--- config.mk ---
export PLATFORM = sky130hd
export DESIGN_NAME = uart_buffer_and_baud_generator
export DESIGN_NICKNAME = d
export VERILOG_FILES = /design/src/logic/uart_pkg.sv /design/src/logic/uart_buffer_and_baud_generator.sv
export SDC_FILE = /design/constraint.sdc
export NUM_CORES = 1
export LEC_CHECK = 0
export ABC_AREA = 0
export BUFFER_PORTS_ARGS = -buffer_cell sky130_fd_sc_hd__clkbuf_2
export CAP_MARGIN = 0
export CORE_UTILIZATION = 40
export DETAILED_ROUTE_END_ITERATION = 8
export GPL_ROUTABILITY_DRIVEN = 0
export PLACE_DENSITY = 0.7
export REMOVE_ABC_BUFFERS = 1
export SLEW_MARGIN = 30
export SYNTH_ARGS = -nofsm -noshare
export SYNTH_HDL_FRONTEND = slang
export SYNTH_SLANG_ARGS = --single-unit
export TNS_END_PERCENT = 10
--- constraint.sdc ---
create_clock -name core_clk -period 5.7 [get_ports core_clk]
set_input_delay 0.57 -clock core_clk [delete_from_list [all_inputs] [get_ports core_clk]]
set_output_delay 0.57 -clock core_clk [all_outputs]
set_load 0.01 [all_outputs]
--- src/logic/uart_pkg.sv ---
// Constants and types for the serial port with baud timer
package uart_pkg;
   // Register byte offsets
   localparam logic [4:0] CTRL_OFS = 5'h00;
   localparam logic [4:0] DATA_OFS = 5'h04;
   localparam logic [4:0] TCFG_OFS = 5'h08;
   localparam logic [4:0] RELOAD_OFS = 5'h0C;
   localparam logic [4:0] TLOW_OFS = 5'h10;
   // Control register field positions
   localparam int MODE_BIT = 7;
   localparam int ONE_BIT = 6;
   localparam int MCE_BIT = 5;
   localparam int REN_BIT = 4;
   localparam int TB8_BIT = 3;
   localparam int RB8_BIT = 2;
   localparam int TI_BIT = 1;
   localparam int RI_BIT = 0;
   // Timer config field positions
   localparam int RUN_BIT = 3;
   localparam int IEN_BIT = 4;
   // Reset values
   localparam logic [7:0] CTRL_RST = 8'h40;
   localparam logic [7:0] BYTE_RST = 8'h00;
   // Timer clock source codes
   localparam logic [2:0] SRC_SYS = 3'h0;
   localparam logic [2:0] SRC_DIV4 = 3'h1;
   localparam logic [2:0] SRC_DIV12 = 3'h2;
   localparam logic [2:0] SRC_DIV48 = 3'h3;
   localparam logic [2:0] SRC_OSC8 = 3'h4;
   localparam logic [2:0] SRC_PIN = 3'h5;
   // Prescaler counts
   localparam logic [5:0] PRE_LAST = 6'h2F;
   localparam logic [5:0] PRE_12A = 6'h0B;
   localparam logic [5:0] PRE_12B = 6'h17;
   localparam logic [5:0] PRE_12C = 6'h23;
   localparam logic [2:0] OSC_LAST = 3'h7;
   localparam logic [7:0] TIMER_TOP = 8'hFF;
   // Frame lengths: last data index and last tx bit index
   localparam logic [3:0] LAST8_DATA = 4'h7;
   localparam logic [3:0] LAST9_DATA = 4'h8;
   localparam logic [3:0] STOP8_IDX = 4'h9;
   localparam logic [3:0] STOP9_IDX = 4'hA;
   typedef enum logic [1:0] {
      TX_IDLE = 2'b01,
      TX_SEND = 2'b10
   } tx_state_t;
   typedef enum logic [3:0] {
      RX_IDLE = 4'b0001,
      RX_START = 4'b0010,
      RX_BITS = 4'b0100,
      RX_STOP = 4'b1000
   } rx_state_t;
endpackage : uart_pkg

--- src/logic/uart_buffer_and_baud_generator.sv ---
// Serial port with separate transmit and receive data registers at one address and auto-reload baud timer
//
// Added by the designer: the Avalon-MM register port and the address map.
`timescale 1ns/1ps
module uart_buffer_and_baud_generator
   import uart_pkg::*;
(
   input wire logic core_clk,
   input wire logic rst,
   input wire logic [4:0] avs_address,
   input wire logic avs_read,
   input wire logic avs_write,
   input wire logic [31:0] avs_writedata,
   input wire logic [3:0] avs_byteenable,
   output logic [31:0] avs_readdata,
   output logic avs_waitrequest,
   input wire logic rx_line,
   output logic tx_line,
   input wire logic ext_osc_clk,
   input wire logic baud_timer_ext_input,
   output logic irq
);
   typedef struct packed {
      logic waitr;
      logic [7:0] rdata;
      logic frame_mode_select;
      logic multiproc_check_enable;
      logic receive_enable_bit;
      logic ninth_tx_bit;
      logic ninth_rx_bit;
      logic tx_done_flag;
      logic rx_done_flag;
      logic [2:0] clk_src;
      logic run;
      logic ien;
      logic irq;
      logic [7:0] baud_timer_reload_byte;
      logic [7:0] baud_timer_low_byte;
      logic [7:0] rx_timer;
      logic tx_half;
      logic rx_half;
      logic [5:0] pre;
      logic [2:0] osc_div;
      logic osc_prev;
      logic pin_prev;
      logic rx_prev;
      logic [7:0] tx_hold;
      logic tx_pend;
      tx_state_t tx_st;
      logic [10:0] tx_shift;
      logic [3:0] tx_cnt;
      logic txd;
      rx_state_t rx_st;
      logic [8:0] rx_shift;
      logic [3:0] rx_cnt;
      logic [7:0] rx_buf;
   } state_t;

   state_t s_reg;
   state_t s_next;
   logic take;
   logic acc;
   logic wr_ctrl;
   logic tick;
   logic osc_rise;
   logic tx_ovf;
   logic rx_ovf;
   logic tx_bit;
   logic rx_smp;
   logic start_det;
   logic chk;
   logic ld;
   logic ti_set;
   logic [3:0] stop_idx;
   logic [3:0] last_data;

   // All next-state logic
   always_comb begin
      s_next = s_reg;
      take = (avs_read | avs_write) & s_reg.waitr;
      acc = (avs_read | avs_write) & ~s_reg.waitr;
      wr_ctrl = acc & avs_write & avs_byteenable[0]
         & (avs_address == CTRL_OFS);
      stop_idx = s_reg.frame_mode_select ? STOP9_IDX : STOP8_IDX;
      last_data = s_reg.frame_mode_select ? LAST9_DATA : LAST8_DATA;
      ti_set = 1'b0;
      ld = 1'b0;
      chk = 1'b0;
      // Bus handshake: one wait cycle, answer on the next
      s_next.waitr = ~take;
      if (take) begin
         case (avs_address)
            CTRL_OFS: s_next.rdata = {s_reg.frame_mode_select, 1'b1,
               s_reg.multiproc_check_enable, s_reg.receive_enable_bit,
               s_reg.ninth_tx_bit, s_reg.ninth_rx_bit,
               s_reg.tx_done_flag, s_reg.rx_done_flag};
            DATA_OFS: s_next.rdata = s_reg.rx_buf;
            TCFG_OFS: s_next.rdata = {3'h0, s_reg.ien, s_reg.run,
               s_reg.clk_src};
            RELOAD_OFS: s_next.rdata = s_reg.baud_timer_reload_byte;
            TLOW_OFS: s_next.rdata = s_reg.baud_timer_low_byte;
            default: s_next.rdata = BYTE_RST;
         endcase
      end
      // Timer clock source selection
      osc_rise = ext_osc_clk & ~s_reg.osc_prev;
      s_next.osc_prev = ext_osc_clk;
      s_next.pin_prev = baud_timer_ext_input;
      s_next.pre = (s_reg.pre == PRE_LAST) ? 6'h00 : s_reg.pre + 6'h01;
      if (osc_rise) begin
         s_next.osc_div = s_reg.osc_div + 3'h1;
      end
      case (s_reg.clk_src)
         SRC_SYS: tick = 1'b1;
         SRC_DIV4: tick = (s_reg.pre[1:0] == 2'b11);
         SRC_DIV12: tick = (s_reg.pre == PRE_12A) | (s_reg.pre == PRE_12B)
            | (s_reg.pre == PRE_12C) | (s_reg.pre == PRE_LAST);
         SRC_DIV48: tick = (s_reg.pre == PRE_LAST);
         SRC_OSC8: tick = osc_rise & (s_reg.osc_div == OSC_LAST);
         SRC_PIN: tick = s_reg.pin_prev & ~baud_timer_ext_input;
         default: tick = 1'b0;
      endcase
      // Transmit counter and its hidden receive copy
      tx_ovf = s_reg.run & tick & (s_reg.baud_timer_low_byte == TIMER_TOP);
      rx_ovf = s_reg.run & tick & (s_reg.rx_timer == TIMER_TOP);
      tx_bit = tx_ovf & s_reg.tx_half;
      rx_smp = rx_ovf & ~s_reg.rx_half;
      start_det = s_reg.rx_prev & ~rx_line & s_reg.receive_enable_bit
         & (s_reg.rx_st == RX_IDLE);
      s_next.rx_prev = rx_line;
      if (s_reg.run & tick) begin
         s_next.baud_timer_low_byte = tx_ovf ? s_reg.baud_timer_reload_byte
            : s_reg.baud_timer_low_byte + 8'h01;
         s_next.rx_timer = rx_ovf ? s_reg.baud_timer_reload_byte
            : s_reg.rx_timer + 8'h01;
      end
      if (tx_ovf) begin
         s_next.tx_half = ~s_reg.tx_half;
      end
      if (rx_ovf) begin
         s_next.rx_half = ~s_reg.rx_half;
      end
      if (start_det) begin
         s_next.rx_timer = s_reg.baud_timer_reload_byte;
         s_next.rx_half = 1'b0;
      end
      // Transmitter
      case (s_reg.tx_st)
         TX_IDLE: begin
            if (s_reg.tx_pend & tx_bit) begin
               s_next.tx_pend = 1'b0;
               s_next.tx_st = TX_SEND;
               s_next.txd = 1'b0;
               s_next.tx_shift = {2'b11, s_reg.frame_mode_select ?
                  s_reg.ninth_tx_bit : 1'b1, s_reg.tx_hold};
               s_next.tx_cnt = 4'h1;
            end
         end
         TX_SEND: begin
            if (tx_bit) begin
               s_next.tx_cnt = s_reg.tx_cnt + 4'h1;
               if (s_reg.tx_cnt == stop_idx + 4'h1) begin
                  s_next.tx_st = TX_IDLE;
                  s_next.txd = 1'b1;
               end else begin
                  s_next.txd = s_reg.tx_shift[0];
                  s_next.tx_shift = {1'b1, s_reg.tx_shift[10:1]};
                  ti_set = (s_reg.tx_cnt == stop_idx);
               end
            end
         end
         default: s_next.tx_st = TX_IDLE;
      endcase
      // Receiver, shift register apart from the held buffer
      case (s_reg.rx_st)
         RX_IDLE: begin
            if (start_det) begin
               s_next.rx_st = RX_START;
            end
         end
         RX_START: begin
            if (rx_smp) begin
               s_next.rx_st = rx_line ? RX_IDLE : RX_BITS;
               s_next.rx_cnt = 4'h0;
            end
         end
         RX_BITS: begin
            if (rx_smp) begin
               s_next.rx_shift = {rx_line, s_reg.rx_shift[8:1]};
               s_next.rx_cnt = s_reg.rx_cnt + 4'h1;
               if (s_reg.rx_cnt == last_data) begin
                  s_next.rx_st = RX_STOP;
               end
            end
         end
         RX_STOP: begin
            if (rx_smp) begin
               s_next.rx_st = RX_IDLE;
               chk = s_reg.frame_mode_select ? s_reg.rx_shift[8] : rx_line;
               ld = ~s_reg.rx_done_flag
                  & (~s_reg.multiproc_check_enable | chk);
               if (ld) begin
                  s_next.rx_buf = s_reg.frame_mode_select ?
                     s_reg.rx_shift[7:0] : s_reg.rx_shift[8:1];
                  s_next.ninth_rx_bit = chk;
               end
            end
         end
         default: s_next.rx_st = RX_IDLE;
      endcase
      if (~s_reg.receive_enable_bit) begin
         s_next.rx_st = RX_IDLE;
      end
      // Register writes take effect at the answering edge
      if (acc & avs_write & avs_byteenable[0]) begin
         case (avs_address)
            CTRL_OFS: begin
               s_next.frame_mode_select = avs_writedata[MODE_BIT];
               s_next.multiproc_check_enable = avs_writedata[MCE_BIT];
               s_next.receive_enable_bit = avs_writedata[REN_BIT];
               s_next.ninth_tx_bit = avs_writedata[TB8_BIT];
               if (!ld) begin
                  s_next.ninth_rx_bit = avs_writedata[RB8_BIT];
               end
            end
            DATA_OFS: begin
               s_next.tx_hold = avs_writedata[7:0];
               s_next.tx_pend = 1'b1;
            end
            TCFG_OFS: begin
               s_next.clk_src = avs_writedata[2:0];
               s_next.run = avs_writedata[RUN_BIT];
               s_next.ien = avs_writedata[IEN_BIT];
            end
            RELOAD_OFS: s_next.baud_timer_reload_byte = avs_writedata[7:0];
            TLOW_OFS: s_next.baud_timer_low_byte = avs_writedata[7:0];
            default: s_next.tx_pend = s_reg.tx_pend;
         endcase
      end
      // Flags: hardware set wins over software clear
      s_next.tx_done_flag = (wr_ctrl ? avs_writedata[TI_BIT]
         : s_reg.tx_done_flag) | ti_set;
      s_next.rx_done_flag = (wr_ctrl ? avs_writedata[RI_BIT]
         : s_reg.rx_done_flag) | ld;
      s_next.irq = s_next.ien
         & (s_next.tx_done_flag | s_next.rx_done_flag);
   end

   // State register
   always_ff @(posedge core_clk or posedge rst) begin
      if (rst) begin
         s_reg <= '0;
         s_reg.waitr <= 1'b1;
         {s_reg.frame_mode_select, s_reg.multiproc_check_enable,
          s_reg.receive_enable_bit, s_reg.ninth_tx_bit, s_reg.ninth_rx_bit,
          s_reg.tx_done_flag, s_reg.rx_done_flag} <= 7'h00;
         s_reg.baud_timer_reload_byte <= BYTE_RST;
         s_reg.tx_st <= TX_IDLE;
         s_reg.rx_st <= RX_IDLE;
         s_reg.txd <= 1'b1;
         s_reg.rx_prev <= 1'b1;
      end else begin
         s_reg <= s_next;
      end
   end

   // Outputs straight from the state register
   assign avs_readdata = {24'h00_0000, s_reg.rdata};
   assign avs_waitrequest = s_reg.waitr;
   assign tx_line = s_reg.txd;
   assign irq = s_reg.irq;
endmodule : uart_buffer_and_baud_generator

==> results.toml, run 1 <==
[outcome]
status = "finished, final reports clean"

[timing]
whs_ns = 0.3033
setup_slack_ns = 2.770
tightest_slew_ns = 0.8600
relSlewSlack_pct = 41.86
fin_crit_sh_pct = 51.41
setup-tns-final_ns = 0
max_freq_mhz = 341.3
finalSetupViolCount = 0
post-route-min-period_ns = 2.930
fin_skew_ns = 0.01156
hold_viol_final = 0
rsz0062_at_grt = "false"
slew_viol_final = 0

[finish]
largest_reg_flops = 101
seq_area_sq_um = 2809
multi_input_area_sq_um = 2751
num-nets-final = 637
drive_above_1_share_pct = 18.40
area_growth_pct = 6.716
stdcell_area_sq_um = 6282
n_fill_cell = 1305
diodes = 0

[route]
viasPerCell = 5.658
vias = 4340
routed_wl_um = 12830
drt.antenna.violating_nets = 0
wl_per_cell_um = 16.73
post-route-drc-count = 0
dr.pass1.iters = 6
first_iter_violations = 369

[global_routing]
grt_max_degree = 71
grt_antenna_before_repair = 0
gr-usage-all-layers_pct = 18.45
grt_pass1_vias = 4172
grt_pass1_wl_um = 21290
grt-ovfl-total = 0

[placement]
portBuffers = 31
placed_cell_area_sq_um = 6007
pre_cts_slack_ns = 2.436
hpwlAfterDp_um = 9118

[pwr]
power_switching_mw = 0.4984
p_total_mw = 1.779
clockPowerShare_pct = 32.6
p_leak_nw = 2.921
power_switching_share_pct = 28.02
ir_worst_vdd_uv = 141.7
power.density_nw_per_um2 = 283.2
p_int_mw = 1.281
combPwrFrac_pct = 13.7
seqPwrFrac_pct = 53.7

[critical_path]
crit_type = "reg2reg"
cpLargestDelayFamily = "compound AO/OA/AOI/OAI gates"
slowest_stage = "or2_1"
critPathArrivalTime_ns = 3.17
cpPeakStageDelay_ns = 0.65
ff2ff_setup_slack_ns = 2.77
critPathLaunchType = "flop"
crit_fanout = 16
critical_path_buf_inv_count = 0
path_cells = "nor4b_1 -> o21ai_0 -> a211oi_4 -> or2_1 -> a21oi_2 -> o221a_2"
crit_required_ns = 5.94
end_kind = "flop"

[yosys]
syn_area_per_cell_sq_um = 10.31
ys_seq_elements = 112
ys_seq_area_share_pct = 47.72
yosysMostFrequentCell = "dfrtp_1"
synth_ff_type = "dfrtp_1"
synthArstFlopShare_pct = 100.0
post_synth_num_cell_types = 73
yosys_warnings = 0
syn_inst = 571
yosysTopAreaCell = "dfrtp_1"
synthTopCellsByCount = "dfrtp_1 (107), nand2_1 (69), o21ai_0 (54)"
synth_area_leaders = "dfrtp_1 (45%), mux2_2 (6.7%), o21ai_0 (4.6%)"
netlist_area_sq_um = 5887
yosysTopAreaCellShare_pct = 45.48
synth-edff-count = 0

[worst_hold_path]
hp-class = "in2async"

[clock_tree]
clkLatencyLatePin_ns = 0.36
cts.htree.levels = 3
cts_setup_buffers = 0
cts.clk_slew.worst_paths_ns = 0.07
clk_path_buf_depth = 2
cts_sinks = 112
cts_made_buffers = 9
cts_root_buffer = "clkbuf_16"
hold_buffers = 0
cts_resized = 0
cts_tree = "done"

[die]
coreArea_sq_um = 14100
die_w_um = 123.3
die-area_sq_um = 15210
rows = 43
fp.dieH_um = 123.3
io_pins = 83
initial_core_util_pct = 41.76

[flow_run]
cap_violations = 0
[placed cells by master, fill, tap and decap left out, drive strengths merged, types with 5 or more instances in the layout]
master	synthesis	layout
nand2	69	69
nand3	16	16
ha	7	7
xnor2	5	5
nor2	17	17
o21ai	60	60
dfstp	5	5
mux2	35	35
mux2i	20	20
and3	16	16
conb	1	24
inv	9	9
a221oi	5	5
a21oi	24	24
o211ai	5	5
dfrtp	107	107
nor2b	7	7
buf	41	6
o31ai	7	7
clkbuf	19	44
and3b	6	6
nand4	5	5
nor3	5	5
nor4b	5	5
[power by group through the flow]
stage	Clock [mW]	Sequential [mW]	Combinational, mW
final	0.581	0.955	0.243
after global routing	0.629	0.965	0.280
after CTS	0.598	0.951	0.243
after detailed placement	0	0.966	0.242
after global placement	0	0.960	0.229
after floorplan	0	0.939	0.186
[per-layer routing]
layer,global-route usage [%],share of wire [%],vias to the layer above
li1,-,-,2045
met1,24.45,46,2157
met2,28.88,46,123
met3,5.351,6.1,15
met4,6.175,1.5,0
met5,0,0,-
[cell type report]
type | instances | area share, %
clock buffers | 13 | 3.824
flip-flops and latches | 112 | 44.71
inverters | 9 | 0.6174
well taps | 180 | 3.585
repair buffers | 37 | 3.107
clock inverters | 3 | 0.3585
multi-input cells | 413 | 43.80
[cells by family after synthesis]
| kind of cell | Yosys count | synth area share [%] |
|---|---|---|
| other | 1 | 0.06370 |
| AOI/OAI and AO/OA | 148 | 17.17 |
| adders and majority gates | 7 | 1.488 |
| and+or+nand+nor | 171 | 15.18 |
| muxes | 55 | 10.10 |
| xor gates and xnor gates | 8 | 1.190 |
| buffers and inverters | 69 | 7.099 |
| DFF | 112 | 47.72 |
[stage by stage]
step	std cells	utilization, %
after CTS	766	44.48
after global routing	767	44.57
final	767	44.57
after global placement	749	42.58
after detailed placement	750	42.61
after floorplan	534	-
[worst paths after layout]
path                                             start                          end  cells after the start
setup / recovery                 s_reg[93]$_DFFE_PP0P_        s_reg[70]$_DFFE_PP0P_                      6
hold / removal                                     rst        s_reg[66]$_DFFE_PP0P_                      2
setup reg to reg                 s_reg[93]$_DFFE_PP0P_        s_reg[70]$_DFFE_PP0P_                      6
hold reg to reg            avs_readdata[6]$_DFFE_PP0P_  avs_readdata[6]$_DFFE_PP0P_                      2
max in group asynchronous                          rst        s_reg[87]$_DFFE_PP0P_                      3
min in group core_clk                      ext_osc_clk          s_reg[54]$_DFF_PP0_                      1
(Power assumes the default switching activity.)
==> run 2: changes to the inputs <==
==> constraint.sdc (replaced) <==
create_clock -name core_clk -period 2.9 [get_ports core_clk]
set_input_delay 0.29 -clock core_clk [delete_from_list [all_inputs] [get_ports core_clk]]
set_output_delay 0.29 -clock core_clk [all_outputs]
set_load 0.01 [all_outputs]
==> run 2 against run 1 <==
  * Sequential power grew 96%
  * Non-clock buffer count grew 9
  * Die area stayed put
  * Hold slack got worse by 0.26 ns
  * Sequential cell count unchanged
  * Critical path depth stayed put
  * Critical path type unchanged
==> results.toml, run 2 (synthesized netlist as in run 1, its figures left out) <==
[timing]
tightest_slew_ns = 0.7239
relSlewSlack_pct = 51.74
fin_skew_ns = 0.005536
slew_viol_final = 0
rsz0062_at_grt = "false"
hold_viol_final = 0
finalSetupViolCount = 0
post-route-min-period_ns = 2.647
max_freq_mhz = 377.7
setup_slack_ns = 0.2526
fin_crit_sh_pct = 91.29
whs_ns = 0.04472

[clock_tree]
cts_setup_buffers = 0
cts.clk_slew.worst_paths_ns = 0.07
cts_resized = 0
cts.htree.levels = 3
cts_root_buffer = "clkbuf_16"
clkLatencyLatePin_ns = 0.35
hold_buffers = 0
cts_tree = "done"
cts_sinks = 112
clk_path_buf_depth = 2
cts_made_buffers = 9

[route]
first_iter_violations = 337
wl_per_cell_um = 16.60
post-route-drc-count = 0
dr.pass1.iters = 5
drt.antenna.violating_nets = 0
routed_wl_um = 12890
viasPerCell = 5.662
vias = 4394

[die]
die_w_um = 123.3
rows = 43
initial_core_util_pct = 41.76
io_pins = 83
fp.dieH_um = 123.3
die-area_sq_um = 15210
coreArea_sq_um = 14100

[worst_hold_path]
hp-class = "in2async"

[placement]
placed_cell_area_sq_um = 6097
place_inst = 760
portBuffers = 31
hpwlAfterDp_um = 9317
pre_cts_slack_ns = 0.2677

[finish]
num-nets-final = 646
drive_above_1_share_pct = 20.13
layout.cells.non_filler = 776
largest_reg_flops = 101
final_common_cell = "dfrtp_1"
mostFrequentLayoutCells = "dfrtp_1 (107), nand2_1 (69), o21ai_0 (54), mux2_2 (35), clkbuf_2 (31)"
stdcell_area_sq_um = 6404
area_growth_pct = 8.778
diodes = 0

[critical_path]
r2r_cells = 6
crit_fanout = 12
crit_required_ns = 3.14
critPathLaunchType = "flop"
crit_type = "reg2reg"
critPathArrivalTime_ns = 2.89
end_kind = "flop"

[pwr]
ir_worst_vdd_uv = 281.1
seqPwrFrac_pct = 51.3
power_switching_mw = 0.9973
p_leak_nw = 3.003
power.density_nw_per_um2 = 568.1
p_total_mw = 3.638
p_int_mw = 2.641
power_switching_share_pct = 27.41
clockPowerShare_pct = 34.8
combPwrFrac_pct = 13.9

[flow_run]
cap_violations = 0

[global_routing]
grt_max_degree = 58
grt_antenna_before_repair = 0
grt-ovfl-total = 0
grt_pass1_wl_um = 20950
gr-usage-all-layers_pct = 18.08
grt_pass1_vias = 4177

[outcome]
status = "finished, final reports clean"
[run 2: stage by stage]
| step | util, % | TNS (ns) |
|---|---|---|
| floorplan | - | -36.46 |
| global placement | 43.25 | 0 |
| detailed placement | 43.25 | 0 |
| CTS | 45.43 | 0 |
| global route | 45.43 | 0 |
| finish | 45.43 | 0 |
[run 2: worst paths after layout]
path                                       start                     to  slack, ns
max                        s_reg[66]$_DFFE_PP0P_  s_reg[12]$_DFFE_PP0P_       0.25
min                                          rst    s_reg[54]$_DFF_PP0_       0.04
max reg2reg                s_reg[66]$_DFFE_PP0P_  s_reg[12]$_DFFE_PP0P_       0.25
min reg2reg                s_reg[29]$_DFFE_PP0P_  s_reg[29]$_DFFE_PP0P_       0.47
max in group asynchronous                    rst  s_reg[21]$_DFFE_PP1P_       2.05
min in group core_clk                ext_osc_clk    s_reg[54]$_DFF_PP0_       0.05
[run 2: power groups by stage]
| stage | clock [mW] | combinational [mW] | sequential [mW] |
|---|---|---|---|
| final | 1.27 | 0.507 | 1.87 |
| after global routing | 1.36 | 0.570 | 1.89 |
| after CTS | 1.30 | 0.508 | 1.86 |
| after detailed placement | 0 | 0.505 | 1.89 |
| after global placement | 0 | 0.476 | 1.88 |
| after floorplan | 0 | 0.366 | 1.85 |
[run 2: worst max-delay path, stage by stage, from the launching register on]
cell	delay [ns]
dfrtp_1	0.39
ha_1	0.23
and4_1	0.27
nand4_1	0.16
a2111oi_2	0.56
o211a_1	0.53
mux2_2	0.39
[run 2: cell type report]
| cell class | instances | area [sq um] |
|---|---|---|
| Inverter | 9 | 36.28 |
| Sequential cell | 112 | 2809 |
| Clock inverter | 6 | 67.56 |
| Clock buffer | 10 | 239.0 |
| Tap cell | 180 | 225.2 |
| Timing Repair Buffer | 46 | 280.3 |
| Fill cell | 1301 | 7692 |
| Multi-Input combinational cell | 413 | 2746 |
[run 2: layer usage]
layer | track usage, % | routed length [um] | vias up
li1 | - | - | 2061
met3 | 4.935 | 715 | 12
met4 | 5.798 | 158 | 0
met2 | 28.63 | 6068 | 138
met1 | 23.95 | 5942 | 2183
met5 | 0 | 0 | -
==> run 3: changes to the inputs <==
--- a/config.mk
+++ b/config.mk
@@ -8,6 +8,7 @@
 export ABC_AREA = 0
 export BUFFER_PORTS_ARGS = -buffer_cell sky130_fd_sc_hd__clkbuf_2
 export CAP_MARGIN = 0
+export CORE_MARGIN = 3
 export CORE_UTILIZATION = 40
 export DETAILED_ROUTE_END_ITERATION = 8
 export GPL_ROUTABILITY_DRIVEN = 0
==> run 3 against run 2 <==
  * Routed wire length up 1.4%
  * Global-route usage fell by 1.4 points
  * Die area is 6.6% higher
  * Combinational power fell by 1%
  * First-iteration DRC count up 26%
  * Register-to-register slack about the same
  * Fmax decreased by 0.21%
  * Clock skew grew 0.0046 ns
  * Critical path type unchanged
  * Critical endpoint is now s_reg[78]$_DFF_PP0_
  * Largest cell class unchanged
==> results.toml, run 3 (synthesized netlist as in run 1, its figures left out) <==
[finish]
drive_above_1_share_pct = 20.00
largest_reg_flops = 101
num-nets-final = 645
n_fill_cell = 1302
area_growth_pct = 8.650
diodes = 0
mostFrequentLayoutCells = "dfrtp_1 (107), nand2_1 (69), o21ai_0 (54), mux2_2 (35), clkbuf_2 (31)"
final_common_cell = "dfrtp_1"

[clock_tree]
cts.clk_slew.worst_paths_ns = 0.07
cts.htree.levels = 3
cts_root_buffer = "clkbuf_16"
clk_path_buf_depth = 2
cts_made_buffers = 9
cts_setup_buffers = 0
clkLatencyLatePin_ns = 0.36
hold_buffers = 0
cts_tree = "done"
cts_sinks = 112
cts_resized = 0

[global_routing]
grt_antenna_before_repair = 0
gr-usage-all-layers_pct = 16.72
grt-ovfl-total = 0
grt_pass1_vias = 4202
grt_pass1_wl_um = 21740
grt_max_degree = 59

[critical_path]
crit_fanout = 11
reg2reg_from = "s_reg[61]$_DFF_PP0_"
end_kind = "flop"
critPathLaunchType = "flop"
cpLargestDelayFamily = "compound AO/OA/AOI/OAI gates"
critPathArrivalTime_ns = 2.92
critPathCapture = "s_reg[78]$_DFF_PP0_"
worstSetupPathDepth = 7
r2r_cells = 7
path_cells = "xnor2_1 -> or4_4 -> a211oi_4 -> or2_1 -> buf_4 -> a41oi_2 -> o31ai_2"
crit_required_ns = 3.17
r2r-end = "s_reg[78]$_DFF_PP0_"
ff2ff_setup_slack_ns = 0.25
critPathLaunch = "s_reg[61]$_DFF_PP0_"
critical_path_buf_inv_count = 1
slowest_stage = "dfrtp_1"
crit_type = "reg2reg"
cpPeakStageDelay_ns = 0.49

[route]
first_iter_violations = 424
post-route-drc-count = 0
vias = 4359
dr.pass1.iters = 5
viasPerCell = 5.625
drt.antenna.violating_nets = 0
routed_wl_um = 13070
wl_per_cell_um = 16.86

[placement]
hpwlAfterDp_um = 9339
portBuffers = 31
pre_cts_slack_ns = 0.2790

[die]
io_pins = 83
coreArea_sq_um = 14150
initial_core_util_pct = 41.60
rows = 43
fp.dieH_um = 127.3
die_w_um = 127.3
die-area_sq_um = 16210

[pwr]
p_leak_nw = 3.009
p_total_mw = 3.649
power.density_nw_per_um2 = 570.6
ir_worst_vdd_uv = 337.1

[flow_run]
cap_violations = 0

[timing]
slew_viol_final = 0
fin_crit_sh_pct = 91.48
fin_skew_ns = 0.01010
finalSetupViolCount = 0
tightest_slew_ns = 0.6936
hold_viol_final = 0
relSlewSlack_pct = 53.76
rsz0062_at_grt = "false"
max_freq_mhz = 376.9
post-route-min-period_ns = 2.653
setup_slack_ns = 0.2470

[worst_hold_path]
hp-class = "in2async"

[outcome]
status = "finished, final reports clean"
run 3: worst reg2reg max path, cell delays in order (launching register included):
cell and delay [ns]:
dfrtp_1 0.49, xnor2_1 0.18, or4_4 0.44, a211oi_4 0.49, or2_1 0.34, buf_4 0.26, a41oi_2 0.14, o31ai_2 0.23
run 3: worst min-delay path by stage:
| stage | startpoint | end | slack [ns] | cells after the start |
|---|---|---|---|---|
| after floorplan | rx_line | s_reg[52]$_DFF_PP1_ | 0.29 | 0 |
| after global placement | ext_osc_clk | s_reg[54]$_DFF_PP0_ | 0.41 | 1 |
| after detailed placement | ext_osc_clk | s_reg[54]$_DFF_PP0_ | 0.42 | 1 |
| after CTS | ext_osc_clk | s_reg[54]$_DFF_PP0_ | 0.04 | 1 |
| after global routing | ext_osc_clk | s_reg[54]$_DFF_PP0_ | 0.04 | 1 |
| final | rst | s_reg[54]$_DFF_PP0_ | 0.03 | 2 |
run 3: final cells by class:
type / count / area, sq um / area share (%)
clock buffer: 11 / 252.7 / 3.951
clock inverter: 5 / 53.80 / 0.8412
inverter: 9 / 36.28 / 0.5673
multi-input combinational: 413 / 2746 / 42.94
sequential: 112 / 2809 / 43.92
tap: 180 / 225.2 / 3.521
timing repair buffer: 45 / 272.8 / 4.264
run 3: report_power, final:
group / switching [mW] / total (mW) / internal [mW]
Combinational: 0.262 / 0.500 / 0.237
Sequential: 0.161 / 1.86 / 1.70
Clock: 0.569 / 1.28 / 0.716
run 3: metal layers:
| layer | global-route usage (%) | vias up | routed length (um) |
|---|---|---|---|
| met3 | 2.926 | 29 | 675 |
| li1 | - | 2059 | - |
| met5 | 0 | - | 0 |
| met2 | 25.36 | 120 | 5912 |
| met1 | 23.69 | 2151 | 6156 |
| met4 | 7.003 | 0 | 323 |
run 3: through the flow:
stage               utilization (%)  instances  hold WS [ns]  area, sq um  TNS [ns]
floorplan                         -        534        0.2945         5589    -36.46
global placement              43.04        759        0.4126         6090         0
detailed placement            43.04        759        0.4152         6090         0
CTS                           45.20        775       0.04243         6396         0
global route                  45.20        775       0.04374         6396         0
finish                        45.20        775       0.02798         6396         0
